`src/rtl/clrb_pkg.sv`:
```
// Operation
// - Control byte: select, access, mode, decimal flag
// - Access field: latch, low, high, low-then-high
// - Access zero latches selected count immediately
// - Latch leaves counting alone; read returns hold
// - Host trusts direct reads only when stopped
// - Two-byte access toggles low then high
// - Readback: bits 7,6 set; latch, status, selects
// - Select bits 1..3 pick counters 0..2
// - Count-latch low latches selected counters together
// - Status-latch low captures status for next read
// - Status: output, null count, programmed fields
// - Status output bit is present pin level
// - Null count until written count transferred
// - Decimal bit: zero binary, one decimal; counter here always counts binary
// - Status, low, high order after full readback
// - Further latches ignored until hold read
// - Pending status read before latched count
// - Calibration potentiometers power up at midpoint
// - Host loads calibration values after reset; here loads come in on potWr, not through clrb_host
package clrb_pkg;
	localparam int          NUM_COUNTERS   = 3;
	localparam int          NUM_POTS       = 4;
	localparam logic [1:0]  ADDR_CONTROL   = 2'h3;
	localparam int          SEL_HI_BIT     = 7;
	localparam int          SEL_LO_BIT     = 6;
	localparam int          ACC_HI_BIT     = 5;
	localparam int          ACC_LO_BIT     = 4;
	localparam int          MODE_BIT_TWO   = 3;
	localparam int          MODE_BIT_ZERO  = 1;
	localparam int          DEC_BIT        = 0;
	localparam int          RB_COUNT_N_BIT = 5;
	localparam int          RB_STATUS_N_BIT = 4;
	localparam int          RB_PICK_LO_BIT = 1;
	localparam int          ST_OUT_BIT     = 7;
	localparam int          ST_NULL_BIT    = 6;
	localparam logic [1:0]  SEL_READBACK   = 2'h3;
	localparam logic [1:0]  ACC_LATCH      = 2'h0;
	localparam logic [1:0]  ACC_LOW        = 2'h1;
	localparam logic [1:0]  ACC_HIGH       = 2'h2;
	localparam logic [1:0]  ACC_BOTH       = 2'h3;
	localparam logic [7:0]  POT_MIDPOINT   = 8'h80;
	localparam logic [15:0] COUNT_RESET    = 16'h0000;
	localparam logic [5:0]  CTRL_RESET     = 6'h00;
	localparam logic [7:0]  BYTE_ZERO      = 8'h00;
	// AXI4-Lite map of the host controller (byte offsets)
	localparam logic [7:0]  REG_CMD        = 8'h00;
	localparam logic [7:0]  REG_STATUS     = 8'h04;
	localparam logic [7:0]  REG_RDATA      = 8'h08;
	localparam int          CMD_START_BIT  = 31;
	localparam int          CMD_WRITE_BIT  = 30;
	localparam int          CMD_ADDR_LO    = 8;
	localparam logic [1:0]  AXI_OKAY       = 2'b00;
	localparam logic [1:0]  AXI_SLVERR     = 2'b10;
endpackage : clrb_pkg

```
`src/rtl/clrb_if.sv`:
```
`timescale 1ns/1ps
interface clrb_if;
	logic       sel;
	logic       wr;
	logic [1:0] addr;
	logic [7:0] wdata;
	logic [7:0] rdata;
	logic       rvalid;
	modport dev  (input sel, input wr, input addr, input wdata, output rdata, output rvalid);
	modport host (output sel, output wr, output addr, output wdata, input rdata, input rvalid);
endinterface : clrb_if

```
`src/rtl/clrb_device.sv`:
```
`timescale 1ns/1ps
module clrb_device
	import clrb_pkg::*;
#(
	parameter int COUNT_W = 16,
	parameter int POT_W = 8
) (
	input  wire logic                       ref_clk,
	input  wire logic                       rst_n,
	clrb_if.dev                             bus,
	input  wire logic [NUM_COUNTERS-1:0]    countEn,
	input  wire logic [NUM_COUNTERS-1:0]    outLevel,
	input  wire logic [NUM_COUNTERS-1:0]    loadDone,
	input  wire logic [NUM_POTS-1:0]        potWr,
	input  wire logic [POT_W-1:0]           potData,
	output logic [NUM_COUNTERS*COUNT_W-1:0] liveCount,
	output logic [NUM_COUNTERS*COUNT_W-1:0] loadValue,
	output logic [NUM_COUNTERS-1:0]         loadStrobe,
	output logic [NUM_COUNTERS*6-1:0]       ctrlOut,
	output logic [NUM_POTS*POT_W-1:0]       potValue
);
	// Counting element is fixed at 16 bits; pot reset must be the true midpoint
	if (COUNT_W != 16 || POT_W != $bits(POT_MIDPOINT)) begin : gBadWidth
		$error("clrb_device: unsupported widths");
	end

	logic       busWrite;
	logic       busRead;
	logic       isCtrl;
	logic       isReadback;
	assign busWrite   = bus.sel && bus.wr;
	assign busRead    = bus.sel && !bus.wr;
	assign isCtrl     = busWrite && bus.addr == ADDR_CONTROL;
	assign isReadback = isCtrl && bus.wdata[SEL_HI_BIT:SEL_LO_BIT] == SEL_READBACK;

	logic [7:0] rdMux [NUM_COUNTERS];
	logic [NUM_COUNTERS-1:0] rdHit;

	genvar g;
	generate
		for (g = 0; g < NUM_COUNTERS; g++) begin : gCnt
			logic [15:0] count;
			logic [15:0] hold;
			logic        holdValid;
			logic        holdHiOnly;
			logic [7:0]  statusByte;
			logic        statusValid;
			logic [5:0]  ctrl;
			logic        nullCount;
			logic        rdToggle;
			logic        wrToggle;
			logic [7:0]  loLoad;
			logic        progHit;
			logic        plainLatch;
			logic        rbLatch;
			logic        rbStatus;
			logic        doLatch;
			logic        access;
			logic [1:0]  acc;
			logic [15:0] src;
			logic        lastByte;

			assign acc        = ctrl[5:4];
			assign progHit    = isCtrl && !isReadback && bus.wdata[SEL_HI_BIT:SEL_LO_BIT] == 2'(g);
			assign plainLatch = progHit && bus.wdata[ACC_HI_BIT:ACC_LO_BIT] == ACC_LATCH;
			assign rbLatch    = isReadback && bus.wdata[RB_PICK_LO_BIT+g]
				&& !bus.wdata[RB_COUNT_N_BIT];
			assign rbStatus   = isReadback && bus.wdata[RB_PICK_LO_BIT+g]
				&& !bus.wdata[RB_STATUS_N_BIT];
			assign doLatch    = (plainLatch || rbLatch) && !holdValid;
			assign access     = bus.sel && bus.addr == 2'(g);
			assign src        = holdValid ? hold : count;
			// Last byte of the current pair under the programmed access type
			assign lastByte   = acc != ACC_BOTH || rdToggle || holdHiOnly;

			// Counting element; count enable stands in for gate and clock
			always_ff @(posedge ref_clk or negedge rst_n) begin
				if (!rst_n) begin
					count <= COUNT_RESET;
				end else if (loadDone[g]) begin
					count <= loadValue[g*COUNT_W +: COUNT_W];
				end else if (countEn[g]) begin
					count <= count - 16'h0001;
				end
			end

			always_ff @(posedge ref_clk or negedge rst_n) begin
				if (!rst_n) begin
					ctrl <= CTRL_RESET;
				end else if (progHit && !plainLatch) begin
					ctrl <= bus.wdata[ACC_HI_BIT:DEC_BIT];
				end
			end

			always_ff @(posedge ref_clk or negedge rst_n) begin
				if (!rst_n) begin
					hold       <= COUNT_RESET;
					holdValid  <= 1'b0;
					holdHiOnly <= 1'b0;
				end else if (doLatch) begin
					hold       <= count;
					holdValid  <= 1'b1;
					holdHiOnly <= 1'b0;
				end else if (access && busRead && !statusValid && holdValid) begin
					if (lastByte) begin
						holdValid  <= 1'b0;
						holdHiOnly <= 1'b0;
					end else begin
						holdHiOnly <= 1'b1;
					end
				end
			end

			always_ff @(posedge ref_clk or negedge rst_n) begin
				if (!rst_n) begin
					statusByte  <= BYTE_ZERO;
					statusValid <= 1'b0;
				end else if (rbStatus && !statusValid) begin
					// Pin level and pending load seen in this very cycle
					statusByte  <= {outLevel[g], nullCount, ctrl};
					statusValid <= 1'b1;
				end else if (access && busRead && statusValid) begin
					statusValid <= 1'b0;
				end
			end

			always_ff @(posedge ref_clk or negedge rst_n) begin
				if (!rst_n) begin
					rdToggle <= 1'b0;
					wrToggle <= 1'b0;
					loLoad   <= BYTE_ZERO;
					nullCount <= 1'b0;
					loadStrobe[g] <= 1'b0;
					loadValue[g*COUNT_W +: COUNT_W] <= COUNT_RESET;
				end else begin
					loadStrobe[g] <= 1'b0;
					if (progHit && !plainLatch) begin
						rdToggle <= 1'b0;
						wrToggle <= 1'b0;
					end else if (access && busRead && !statusValid) begin
						rdToggle <= acc == ACC_BOTH && !lastByte;
					end else if (access && busWrite) begin
						if (acc == ACC_BOTH && !wrToggle) begin
							loLoad   <= bus.wdata;
							wrToggle <= 1'b1;
						end else begin
							wrToggle <= 1'b0;
							loadStrobe[g] <= 1'b1;
							nullCount <= 1'b1;
							case (acc)
								ACC_LOW:  loadValue[g*COUNT_W +: COUNT_W] <= {BYTE_ZERO, bus.wdata};
								ACC_HIGH: loadValue[g*COUNT_W +: COUNT_W] <= {bus.wdata, BYTE_ZERO};
								default:  loadValue[g*COUNT_W +: COUNT_W] <= {bus.wdata, loLoad};
							endcase
						end
					end
					if (loadDone[g] && !(access && busWrite)) begin
						nullCount <= 1'b0;
					end
				end
			end

			always_comb begin
				rdHit[g] = access && busRead;
				if (statusValid) begin
					rdMux[g] = statusByte;
				end else if (acc == ACC_HIGH || (acc == ACC_BOTH && (rdToggle || holdHiOnly))) begin
					rdMux[g] = src[15:8];
				end else begin
					rdMux[g] = src[7:0];
				end
			end

			always_ff @(posedge ref_clk or negedge rst_n) begin
				if (!rst_n) begin
					liveCount[g*COUNT_W +: COUNT_W] <= COUNT_RESET;
					ctrlOut[g*6 +: 6] <= CTRL_RESET;
				end else begin
					liveCount[g*COUNT_W +: COUNT_W] <= count;
					ctrlOut[g*6 +: 6] <= ctrl;
				end
			end
		end

		for (g = 0; g < NUM_POTS; g++) begin : gPot
			always_ff @(posedge ref_clk or negedge rst_n) begin
				if (!rst_n) begin
					potValue[g*POT_W +: POT_W] <= POT_W'(POT_MIDPOINT);
				end else if (potWr[g]) begin
					potValue[g*POT_W +: POT_W] <= potData;
				end
			end
		end
	endgenerate

	always_ff @(posedge ref_clk or negedge rst_n) begin
		if (!rst_n) begin
			bus.rdata  <= BYTE_ZERO;
			bus.rvalid <= 1'b0;
		end else begin
			bus.rvalid <= |rdHit;
			bus.rdata  <= BYTE_ZERO;
			for (int i = 0; i < NUM_COUNTERS; i++) begin
				if (rdHit[i]) begin
					bus.rdata <= rdMux[i];
				end
			end
		end
	end
endmodule : clrb_device

```
`src/flat_wrapper.sv`:
```
// flat-port wrapper written by rule: the top's interface ports become plain ports
module clrb_device_flat import clrb_pkg::*;
#(
	parameter int COUNT_W = 16,
	parameter int POT_W = 8
)
  (ref_clk, rst_n, countEn, outLevel, loadDone, potWr, potData, liveCount, loadValue, loadStrobe, ctrlOut, potValue, bus_sel, bus_wr, bus_addr, bus_wdata, bus_rdata, bus_rvalid);
  clrb_if bus_i ();
  input  wire logic ref_clk;
  input  wire logic rst_n;
  input  wire logic [NUM_COUNTERS-1:0] countEn;
  input  wire logic [NUM_COUNTERS-1:0] outLevel;
  input  wire logic [NUM_COUNTERS-1:0] loadDone;
  input  wire logic [NUM_POTS-1:0] potWr;
  input  wire logic [POT_W-1:0] potData;
  output logic [NUM_COUNTERS*COUNT_W-1:0] liveCount;
  output logic [NUM_COUNTERS*COUNT_W-1:0] loadValue;
  output logic [NUM_COUNTERS-1:0] loadStrobe;
  output logic [NUM_COUNTERS*6-1:0] ctrlOut;
  output logic [NUM_POTS*POT_W-1:0] potValue;
  input wire logic [$bits(bus_i.sel)-1:0] bus_sel;
  input wire logic [$bits(bus_i.wr)-1:0] bus_wr;
  input wire logic [$bits(bus_i.addr)-1:0] bus_addr;
  input wire logic [$bits(bus_i.wdata)-1:0] bus_wdata;
  output wire logic [$bits(bus_i.rdata)-1:0] bus_rdata;
  output wire logic [$bits(bus_i.rvalid)-1:0] bus_rvalid;
  assign bus_i.sel = bus_sel;
  assign bus_i.wr = bus_wr;
  assign bus_i.addr = bus_addr;
  assign bus_i.wdata = bus_wdata;
  assign bus_rdata = bus_i.rdata;
  assign bus_rvalid = bus_i.rvalid;
  clrb_device #(.COUNT_W(COUNT_W), .POT_W(POT_W)) u_core (.ref_clk(ref_clk), .rst_n(rst_n), .bus(bus_i), .countEn(countEn), .outLevel(outLevel), .loadDone(loadDone), .potWr(potWr), .potData(potData), .liveCount(liveCount), .loadValue(loadValue), .loadStrobe(loadStrobe), .ctrlOut(ctrlOut), .potValue(potValue));
endmodule
```
`config.mk`:
```
export PLATFORM = sky130hd
export DESIGN_NAME = clrb_device_flat
export DESIGN_NICKNAME = d
export VERILOG_FILES = /design/src/rtl/clrb_pkg.sv /design/src/rtl/clrb_if.sv /design/src/rtl/clrb_device.sv /design/src/flat_wrapper.sv
export SDC_FILE = /design/constraint.sdc
export NUM_CORES = 1
export LEC_CHECK = 0
export BUFFER_PORTS_ARGS = -buffer_cell sky130_fd_sc_hd__buf_2
export CORE_UTILIZATION = 35
export CTS_CLUSTER_DIAMETER = 60
export DETAILED_ROUTE_END_ITERATION = 6
export PLACE_DENSITY = 0.5
export SLEW_MARGIN = 15
export SYNTH_ARGS = -nofsm -noshare
export SYNTH_HDL_FRONTEND = slang
export SYNTH_SLANG_ARGS = --single-unit
```
`constraint.sdc`:
```
create_clock -name ref_clk -period 6.4 [get_ports ref_clk]
set_input_delay 0.32 -clock ref_clk [delete_from_list [all_inputs] [get_ports ref_clk]]
set_output_delay 0.32 -clock ref_clk [all_outputs]
set_load 0.005 [all_outputs]
```
# Yosys cells after proc, flatten, opt, wreduce, memory -nomap -nowiden
# Index checks and enable logic that the tools add are counted.
op_classes:
  eq_ne: 30
  n_reduce_logical: 136
  n_addsub: 3
  mux: 90
  bitwise_logic: 9
op_table:
  columns: ["op", "count"]
  rows:
  - ["$mux W16", 9]
  - ["$pmux W16 S2", 3]
  - ["$mux W8", 9]
  - ["$mux W1", 69]
  - ["$logic_and A1 B1 Y1", 59]
  - ["$sub A16 B1 Y16 const B", 3]
  - ["$reduce_bool A2 Y1", 21]
  - ["$reduce_and A4 Y1", 9]
  - ["$ne A2 B2 Y1 const B", 12]
  - ["$logic_not A1 Y1", 22]
  - ["$eq A2 B2 Y1 const B", 10]
  - ["$logic_or A1 B1 Y1", 15]
  - ["$reduce_and A2 Y1", 6]
  - ["$eq A2 B1 Y1 const B", 5]
  - ["$not A1 Y1", 9]
  - ["$logic_not A2 Y1", 3]
  - ["$ne A2 B1 Y1 const B", 3]
  - ["$reduce_or A3 Y1", 1]
word_totals:
  output_inout_bits: 158
  reg_bits: 338
  input_bits: 35

# Depth between registers and ports, before layout
# Gate-level depths: netlist of the first run.
depth:
  ltp_word: 11
  ltp_mapped: 8

# Worst setup path after synthesis of the first run
# OpenSTA, ideal clock, no wires.
synth_path:
  kind: "reg-to-reg"
  from: "reg u_core.gCnt[2].ctrl[4]"
  to: "reg u_core.bus.rdata[2]"
  setup_ns: 0.143
  arrival_time_ns: 2.004
  path_stages_with_launch: 8
  slack_ns: 4.253
  period_less_slack_ns: 2.147
  path_buffers: 1
  cell_sequence: "dfrtp_1 -> ha_1 -> o21a_1 -> nor2_1 -> buf_2 -> mux2i_1 -> a2bb2oi_1 -> o2111ai_1"
synth_between:
  elab_chain_cells: 6
synth_rtl:
  columns: ["element", "line", "source"]
  rows:
  - ["from (decl)", "clrb_device.sv:48", "logic [5:0] ctrl;"]
  - ["from (signal assigned)", "clrb_device.sv:91", "ctrl <= bus.wdata[ACC_HI_BIT:DEC_BIT];"]
  - ["$eq A2 B2 Y1", "clrb_device.sv:167", "end else if (acc == ACC_HIGH || (acc == ACC_BOTH && (rdToggle || holdHiOnly))) begin"]
  - ["$logic_and A1 B1 Y1", "clrb_device.sv:167", null]
  - ["$logic_or A1 B1 Y1 *", "clrb_device.sv:167", null]
  - ["$mux W8 *", "clrb_device.sv:167", null]
  - ["$mux W8 *", "clrb_device.sv:165", "if (statusValid) begin"]
  - ["$mux W8 *", "clrb_device.sv:204", "if (rdHit[i]) begin"]
  - ["to (signal assigned)", "clrb_device.sv:205", "bus.rdata <= rdMux[i];"]
  - ["to (decl)", "clrb_if.sv:9", "modport dev (input sel, input wr, input addr, input wdata, output rdata, output rvalid);"]
# Mark *: on every way between the ends. The rest lies on a longest branch, timed or not.
# A chain may end at the register's enable or synchronous reset.

# Final worst setup path of the first run
layout_path:
  from: "reg u_core.gCnt[2].ctrl[4]"
  to: "reg u_core.bus.rdata[7]"
# The elaborated chain is that of the path after synthesis.

==> flow_metrics.tcl, run 1 <==
set metrics [dict create \
    final_core_util_pct 42.3 \
    netlist_area_um2 14100 \
    cap_violations 0 \
    setup_slack_ps 3970 \
    end_kind "flip-flop" \
    outcome "completed" \
    finalSetupViolations 0 \
    crit_fanout 16 \
    p_total_mw 6.07 \
    period_needed_ps 2430 \
    grt_start_max_net_pins 160 \
    remaining_drc_errors 0 \
    dp.final_hpwl_um 26100 \
    drt-total-wl_um 37900 \
    clk_pin_slew_ps 60 \
    holdWs_ps 48.5 \
    power.internal_mw 4.34 \
    drive_above_1_share_pct 32.9 \
    ys_seq_area_share_pct 60.1 \
    cp-start-kind "flip-flop" \
    antenna_cells 0 \
    synth.area.top_cells "dfrtp_1 (59%), mux2_2 (11%), nand2_1 (4.9%), o21ai_0 (2.7%), mux4_2 (2.6%)" \
    die_w_um 203 \
    cp_slowest_cell "nor2_2" \
    drt_iter0_markers 570 \
    final_antenna_net_count 0 \
    yosys.area.top_type "dfrtp_1" \
    cts_buffers 39 \
    min_path_type "input port to flip-flop" \
    synth.distinct_cells 63 \
    clockRootBuffer "clkbuf_16" \
    dpl_worst_slack_ps 3870 \
    sequentialPowerShare_pct 46.9 \
    synth_edf_count 0 \
    ir_worst_vdd_v 0.000173 \
    criticalPathCategory "flip-flop to flip-flop" \
    synth.avg_cell_area_um2 12.3 \
    fill_cells 3757 \
    worstMarginPinSlew_ps 1110 \
    ioPinCount 193 \
    maxSlewHeadroom_pct 25.5 \
    core_area_um2 39700 \
    ys.flop_type "dfrtp_1" \
    power_frac_comb_pct 15.9 \
    cts_max_level 2 \
    row_count 73 \
    cts_tree "done" \
    finalHoldViolCount 0 \
    yosys_warnings 0 \
    ys_top_cells_by_count "dfrtp_1 (334), nand2_1 (183), mux2_2 (133), o21ai_0 (77), nor2_1 (53)" \
    switching_share_pct 28.6 \
    rsz0062_at_grt "false" \
    synth_nets 1193 \
    layout.cells.non_filler 1873 \
    fin_area_um2 16800 \
    slew_viol_final 0 \
    postSynth.asyncResetShare_pct 100 \
    clock_sinks 338 \
    ys_ff_latch 338 \
    syn_inst 1146 \
    arrival_ps 2810 \
    placed_cells 1803 \
    slowest_delay_ps 780 \
    ctsLongestPathBuffers 3 \
    nNetsFinal 1369 \
    synth_top_area_share_pct 59.4 \
    grt_first_pass_wirelength_um 58400 \
    place.gp.congestion 0.774 \
    postCtsSetupRepairBufs 0 \
    placedInstanceArea_um2 15500 \
    io_buffer_count 192 \
    vias 9286 \
    via_per_inst 4.96 \
    die_y_um 203 \
    p_clk_share_pct 37.2 \
    fin_crit_sh_pct 38.0 \
    clock_latency_ps 540 \
    power_density_nw_per_um2 362 \
    area_delta_synth_final_pct 19.3 \
    grt_overflow 0 \
    grt.total_usage_pct 18.8 \
    design.die.area_um2 41000 \
    avgRoutedWirePerCell_um 20.2 \
    grt_pass1_vias 9283 \
    drt_pre_antenna_iters 7 \
    yosysMostFrequentCell "dfrtp_1" \
    setup_tns_ps 0 \
    fmax_mhz 411 \
    power_leakage_nw 8.12 \
    fin_skew_ps 11.8 \
    initial_core_util_pct 35.4 \
    power_switching_mw 1.74 \
    worstPathCellList "ha_1 > o21a_1 > nor2_2 > mux2i_1 > a2bb2oi_1 > o2111ai_1" \
    worstPathRequired_ps 6780 \
    antenna_found_initial 2 \
]
-- worst paths after layout --
check	from	endpoint	slack, ps	depth (start not counted)
max	u_core.gCnt[2].ctrl[4]	u_core.bus.rdata[7]	3970	6
min	outLevel[1]	u_core.gCnt[1].statusByte[7]	50	2
max reg2reg	u_core.gCnt[2].ctrl[4]	u_core.bus.rdata[7]	3970	6
min reg2reg	u_core.gCnt[1].ctrl[3]	u_core.ctrlOut[9]	400	0
max in group asynchronous	rst_n	u_core.ctrlOut[6]	4470	3
min in group asynchronous	rst_n	u_core.liveCount[8]	440	2
-- sequential cells by signal, summed over array words and instances, names as in the netlist --
register and flops:
u_core.bus.rdata 8, u_core.gCnt.holdHiOnly 3, u_core.loadStrobe 3, u_core.gCnt.count 48, u_core.potValue 32, u_core.gCnt.holdValid 3, u_core.bus.rvalid 1, u_core.gCnt.rdToggle 3
u_core.ctrlOut 18, u_core.gCnt.statusValid 3, u_core.gCnt.nullCount 3, u_core.gCnt.hold 48, u_core.gCnt.loLoad 24, u_core.gCnt.ctrl 18, u_core.gCnt.statusByte 24, u_core.loadValue 48
u_core.liveCount 48, u_core.gCnt.wrToggle 3
-- cells in the final DEF, fill, tap and decap left out, drive strengths merged, types with 4 or more instances in the layout --
cell type / Yosys / routed
dfrtp: 334 / 334
buf: 17 / 195
nand2: 183 / 183
mux2: 142 / 142
o21ai: 78 / 78
nor2: 55 / 55
clkbuf: 46 / 55
xnor2: 31 / 31
a21oi: 28 / 28
inv: 22 / 22
nand3: 20 / 20
mux2i: 19 / 19
nor3: 17 / 17
mux4: 16 / 16
ha: 12 / 12
xor2: 11 / 11
nor4: 9 / 9
a222oi: 8 / 8
a21o: 8 / 8
or2: 7 / 7
nand2b: 6 / 6
a221oi: 6 / 6
a22oi: 6 / 6
and2: 5 / 5
clkinv: 0 / 5
o221a: 4 / 4
nand4b: 4 / 4
nor2b: 4 / 4
or3: 4 / 4
o21bai: 4 / 4
bufinv: 0 / 4
dfstp: 4 / 4
nor3b: 4 / 4
-- what timing repair did --
action	4_1_cts	5_1_grt
endpoints found under the hold margin	102	0
gates resized for setup	0	0
hold buffers	3	0
-- power groups by stage --
| stage | Combinational, mW | Sequential [mW] | Clock, mW |
|---|---|---|---|
| 4_1_cts | 0.980 | 2.86 | 2.33 |
| 3_3_place_gp | 0.967 | 2.89 | 0 |
| 5_1_grt | 1.08 | 2.90 | 2.41 |
| 2_1_floorplan | 0.590 | 2.74 | 0 |
| 3_5_place_dp | 0.973 | 2.89 | 0 |
| 6_report | 0.964 | 2.85 | 2.26 |
-- worst max-delay path, delay by kind of cell (launching register included) --
| kind | cells | cell delay (ps) |
|---|---|---|
| adder cells (fa/ha/maj) | 1 | 290 |
| flip-flops | 1 | 440 |
| multiplexers | 1 | 310 |
| AO/OA/AOI/OAI | 3 | 440 |
| AND/OR/NAND/NOR | 1 | 780 |
-- metal layers --
layer | part of all wire (%) | global-route usage, %
met3 | 4.5 | 3.40
met2 | 46 | 29.1
met1 | 48 | 26.9
met5 | 0.058 | 0
met4 | 2.0 | 5.69
-- area by class of cell --
class                           count  area, um^2  area share [%]
Multi-Input combinational cell    723        5250            31.3
Tap cell                          525         657            3.91
Clock buffer                       55        1130            6.72
Sequential cell                   338        8460            50.4
Clock inverter                     12         175            1.04
Timing Repair Buffer              198        1040            6.17
Inverter                           22        82.6           0.492
-- cell families (layout without fill, tap and decap cells) --
logic type	count (synthesis)	after routing	synth area share [%]
flip-flops	338	338	60.1
adder cells (fa/ha/maj)	12	12	1.07
buffers and inverters	85	287	2.56
multiplexers	177	177	15.5
AND/OR/NAND/NOR	336	336	11.3
AO/OA/AOI/OAI	156	156	6.85
XOR/XNOR	42	42	2.61
No activity file was read; power rests on OpenSTA's default activity.
==> run 2: changes to the inputs <==
Settings changed: PLACE_DENSITY 0.5 to 0.52.
Clock period 6.4 ns to 2 ns, I/O delays scaled along.
==> flow_metrics.tcl, run 2 (same netlist as run 1, synthesis figures left out) <==
set metrics [dict create \
    placedInstanceArea_um2 16400 \
    critical_path_depth 8 \
    critical-path-top-delay-family "buffers and inverters" \
    drt_iter0_markers 562 \
    cp-start-kind "input port" \
    cap_violations 0 \
    dp.final_hpwl_um 27200 \
    period_needed_ps 1970 \
    ctsLongestPathBuffers 3 \
    arrival_ps 2400 \
    drive_above_1_share_pct 38.0 \
    rsz0062_at_grt "true" \
    area_delta_synth_final_pct 27.6 \
    cts_max_level 2 \
    design.die.area_um2 41000 \
    via_per_inst 4.88 \
    crit_fanout 9 \
    dpl_worst_slack_ps 40.6 \
    antenna_found_initial 3 \
    clock_latency_ps 540 \
    outcome "completed" \
    cts_tree "done" \
    avgRoutedWirePerCell_um 19.0 \
    p_total_mw 19.7 \
    clock_sinks 338 \
    power_density_nw_per_um2 1100 \
    slew_viol_final 0 \
    min_path_cells 3 \
    ir_worst_vdd_v 0.000641 \
    cp_slowest_cell "dlygate4sd3_1" \
    cts_buffers 39 \
    grt_overflow 0 \
    worstMarginPinSlew_ps 598 \
    grt_pass1_vias 9832 \
    fmax_mhz 508 \
    fin_area_um2 18000 \
    worstPathBufferInverterCount 3 \
    place.gp.congestion 0.800 \
    final_cell_mix "dfrtp_1 (334), buf_2 (191), nand2_1 (183)" \
    nNetsFinal 1494 \
    final_common_cell "dfrtp_1" \
    row_count 73 \
    clk_pin_slew_ps 60 \
    die_y_um 203 \
    fin_crit_sh_pct 98.3 \
    finalSetupViolations 0 \
    grt_start_max_net_pins 61 \
    vias 9767 \
    drt_pre_antenna_iters 5 \
    core_area_um2 39700 \
    fin_skew_ps 18.1 \
    worstPathCellList "dlygate4sd3_1 > buf_2 > and4bb_2 > and2_2 > a222oi_1 > buf_4 > o21ai_0 > a211o_1" \
    ff_latch_area_um2 8460 \
    final_antenna_net_count 0 \
    maxSlewHeadroom_pct 60.1 \
    initial_core_util_pct 35.4 \
    criticalPathCategory "input port to flip-flop" \
    setup_slack_ps 33.4 \
    min_path_type "input port to flip-flop" \
    end_kind "flip-flop" \
    die_w_um 203 \
    multi_input_area_um2 5320 \
    clockRootBuffer "clkbuf_16" \
    worstPathRequired_ps 2430 \
    grt_first_pass_wirelength_um 59000 \
    fill_cells 3714 \
    ioPinCount 193 \
    grt.total_usage_pct 18.8 \
    rr_worst_depth 5 \
    slowest_delay_ps 540 \
    remaining_drc_errors 0 \
    drt-total-wl_um 38000 \
    io_buffer_count 192 \
    power_leakage_nw 8.78 \
    finalHoldViolCount 0 \
]
==> run 2: final timing paths <==
path / from / endpoint / slack [ps]
hold reg to reg: u_core.gCnt[2].ctrl[3] / u_core.ctrlOut[15] / 410
hold / removal: loadDone[1] / u_core.gCnt[1].count[0] / 50
max in group asynchronous: rst_n / u_core.gCnt[2].ctrl[5] / 1180
setup / recovery: bus_addr[0] / u_core.bus.rdata[6] / 30
min in group asynchronous: rst_n / u_core.liveCount[12] / 100
setup reg to reg: u_core.gCnt[2].count[1] / u_core.gCnt[2].count[15] / 90
==> run 2: power breakdown <==
part	leakage (nW)	internal, mW	total, mW	switching (mW)
logic	3.73	2.00	4.12	2.12
clock network	0.614	4.08	6.88	2.80
registers	4.43	7.93	8.72	0.785
==> run 2: what timing repair did <==
action,CTS,global route
setup buffers,0,3
endpoints found under the hold margin,357,0
resized for setup,0,15
setup endpoints to repair,0,22
hold buffers,28,0
==> run 2: stage by stage <==
| stage | hold slack (ps) | setup TNS (ps) | util (%) | cells |
|---|---|---|---|---|
| 2_1_floorplan | -196 | 0 | - | 1146 |
| 3_3_place_gp | 105 | 0 | 41.2 | 1900 |
| 3_5_place_dp | 107 | 0 | 41.2 | 1900 |
| 4_1_cts | 7.12 | 0 | 45.0 | 1996 |
| 5_1_grt | 27.3 | -27.6 | 45.2 | 2001 |
| 6_report | 45.1 | 0 | 45.2 | 2002 |
==> run 2: cell type report <==
cell class	count	share of cell area (%)
sequential	338	47.1
multi-input combinational	723	29.6
timing repair buffer	323	12.2
clock buffer	55	6.32
tap	525	3.66
clock inverter	13	0.571
inverter	22	0.460
antenna	3	0.0418
==> run 2: worst register-to-register path, stage by stage, from the launching register on <==
cell and delay (ps):
dfrtp_1 410, or4b_4 540, or3_4 380, nor4_4 230, xnor2_1 140, o21ai_1 80
==> run 2: routing by layer <==
layer	GRT usage [%]	up-vias	part of all wire, %
li1	-	4596	-
met1	26.6	4909	47
met2	29.3	207	46
met3	3.96	55	4.3
met4	5.18	0	2.1
met5	0	-	0
==> run 3: changes to the inputs <==
Settings changed: ABC_AREA from default to 1.
==> flow_metrics.tcl, run 3 <==
set metrics [dict create \
    outcome "finished with violations" \
    failed_checks "hold timing" \
    place.gp.congestion 0.880 \
    ioPinCount 193 \
    area_delta_synth_final_pct 25.1 \
    row_count 75 \
    r2r_slack_ps 100 \
    final_cell_mix "nand2_1 (494), dfrtp_1 (333), buf_2 (191)" \
    critical-path-top-delay-family "buffers and inverters" \
    grt.total_usage_pct 21.8 \
    arrival_ps 2340 \
    holdCritStartpoint "loadDone[0]" \
    synth.distinct_cells 39 \
    die_y_um 208 \
    drt_iter0_markers 845 \
    final_core_util_pct 44.4 \
    p_total_mw 25.1 \
    clockRootBuffer "clkbuf_16" \
    min_path_cells 4 \
    synth.avg_cell_area_um2 8.79 \
    r2r-start "u_core.gCnt[1].count[3]" \
    ys_seq_area_share_pct 57.0 \
    ys_top_cells_by_count "nand2_1 (494), dfrtp_1 (334), nand3_1 (167), nor2_1 (146), inv_1 (140)" \
    drt_pre_antenna_iters 7 \
    setup_tns_ps 0 \
    holdWs_ps -15.2 \
    dp.final_hpwl_um 33400 \
    clock_latency_ps 560 \
    finalHoldViolCount 2 \
    slowest_delay_ps 550 \
    crit_fanout 7 \
    synth_top_area_share_pct 56.3 \
    criticalPathCategory "flip-flop to flip-flop" \
    drt-total-wl_um 46800 \
    cp_slowest_cell "dlygate4sd3_1" \
    maxSlewHeadroom_pct 28.4 \
    ys_ff_latch 338 \
    clk_pin_slew_ps 60 \
    end_kind "flip-flop" \
    fin_skew_ps 19.2 \
    rr_worst_depth 8 \
    yosysMostFrequentCell "nand2_1" \
    power_leakage_nw 9.54 \
    synth_nets 1737 \
    postSynth.asyncResetShare_pct 100 \
    min_path_type "input port to flip-flop" \
    placedInstanceArea_um2 16800 \
    yosys_warnings 0 \
    core_area_um2 41900 \
    rsz0062_at_grt "false" \
    ys.flop_type "dfrtp_1" \
    remaining_drc_errors 0 \
    vias 12500 \
    nNetsFinal 2009 \
    die_w_um 208 \
    avgRoutedWirePerCell_um 18.5 \
    finalSetupViolations 0 \
    via_per_inst 4.94 \
    grt_pass1_vias 12300 \
    grt_start_max_net_pins 55 \
    power_density_nw_per_um2 1350 \
    antenna_found_initial 2 \
    min_to "u_core.gCnt[0].count[14]" \
    initial_core_util_pct 35.5 \
    synth.area.top_cells "dfrtp_1 (56%), nand2_1 (12%), nand3_1 (5.6%), o21ai_0 (3.9%), nor2_1 (3.7%)" \
    syn_inst 1690 \
    fin_crit_sh_pct 94.8 \
    clock_sinks 338 \
    io_buffer_count 192 \
    fmax_mhz 528 \
    worstMarginPinSlew_ps 1070 \
    cts_max_level 2 \
    cts_buffers 42 \
    grt_first_pass_wirelength_um 72800 \
    worstPathBufferInverterCount 2 \
    worstPathCellList "nor2_1 > nand2_1 > nor2_1 > buf_4 > nand4_1 > nand3_1 > nand3_1 > dlygate4sd3_1" \
    cp-start-kind "flip-flop" \
    final_antenna_net_count 0 \
    slew_viol_final 0 \
    crit-reg2reg-capture "u_core.gCnt[1].count[13]" \
    final_common_cell "nand2_1" \
    synth_edf_count 0 \
    ctsLongestPathBuffers 3 \
    ir_worst_vdd_v 0.000623 \
    netlist_area_um2 14900 \
    drive_above_1_share_pct 19.1 \
    period_needed_ps 1900 \
    cts_tree "done" \
    design.die.area_um2 43300 \
    grt_overflow 0 \
    yosys.area.top_type "dfrtp_1" \
    fin_area_um2 18600 \
    cap_violations 0 \
    worstPathRequired_ps 2440 \
]
## run 3: cell families (layout without fill, tap and decap cells)
kind of cell	count (synthesis)	after routing	synth area share (%)
adder cells (fa/ha/maj)	12	12	1.01
other	0	1	0
AND/OR/NAND/NOR	841	841	23.4
multiplexers	32	32	2.43
XOR/XNOR	24	24	1.42
buffers and inverters	212	516	5.69
flip-flops	338	338	57.0
AO/OA/AOI/OAI	231	231	9.11
## run 3: how the worst max path moves through the flow
stage          cells past startpoint               startpoint                  endpoint
5_1_grt                            8  u_core.gCnt[1].count[3]  u_core.gCnt[1].count[13]
2_1_floorplan                      7   u_core.gCnt[2].ctrl[4]      u_core.loadValue[44]
6_report                           8  u_core.gCnt[1].count[3]  u_core.gCnt[1].count[13]
3_5_place_dp                       8   u_core.gCnt[0].ctrl[5]       u_core.bus.rdata[1]
3_3_place_gp                       8   u_core.gCnt[0].ctrl[4]       u_core.bus.rdata[1]
4_1_cts                            8   u_core.gCnt[0].ctrl[5]       u_core.bus.rdata[1]
## run 3: tightest hold or removal path, stage by stage
cell,delay [ps]
buf_2,100
nor2_2,130
nand2_1,90
nand3_1,70
## run 3: report_power, final
part | total, mW | internal (mW) | switching (mW)
Sequential | 10.5 | 8.74 | 1.81
Combinational | 6.69 | 2.68 | 4.01
Clock | 7.82 | 4.85 | 2.97
Total | 25.1 | 16.3 | 8.79
## run 3: layer usage
metal	track usage, %	share of wire, %	vias to the layer above	wire, um
met1	31.1	47	6064	22100
met2	33.7	45	324	21200
li1	-	-	6057	-
met5	0	0	-	0
met3	4.18	5.2	70	2430
met4	6.41	2.4	0	1100
## run 3: timing repair
item                       4_1_cts  5_1_grt
setup endpoints to repair        0        7
hold buffers                    33        1
hold endpoints to repair       399        1
gates resized for setup          0        3
buffers inserted                 0        2
## run 3: final cells by class
cell class              instances  area (um^2)
diodes                          1         2.50
multi-input cells            1140         5550
repair buffers                291         1870
well taps                     539          674
flip-flops and latches        338         8460
clock inverters                12          148
inverters                     149          559
fillers                      4113        23300
clock buffers                  64         1300
## run 3: through the flow
stage | worst slack [ps] | std cells
floorplan | 374 | 1690
global placement | 72.5 | 2421
detailed placement | 45.3 | 2421
CTS | 39.9 | 2530
global route | 1.71 | 2533
finish | 104 | 2534
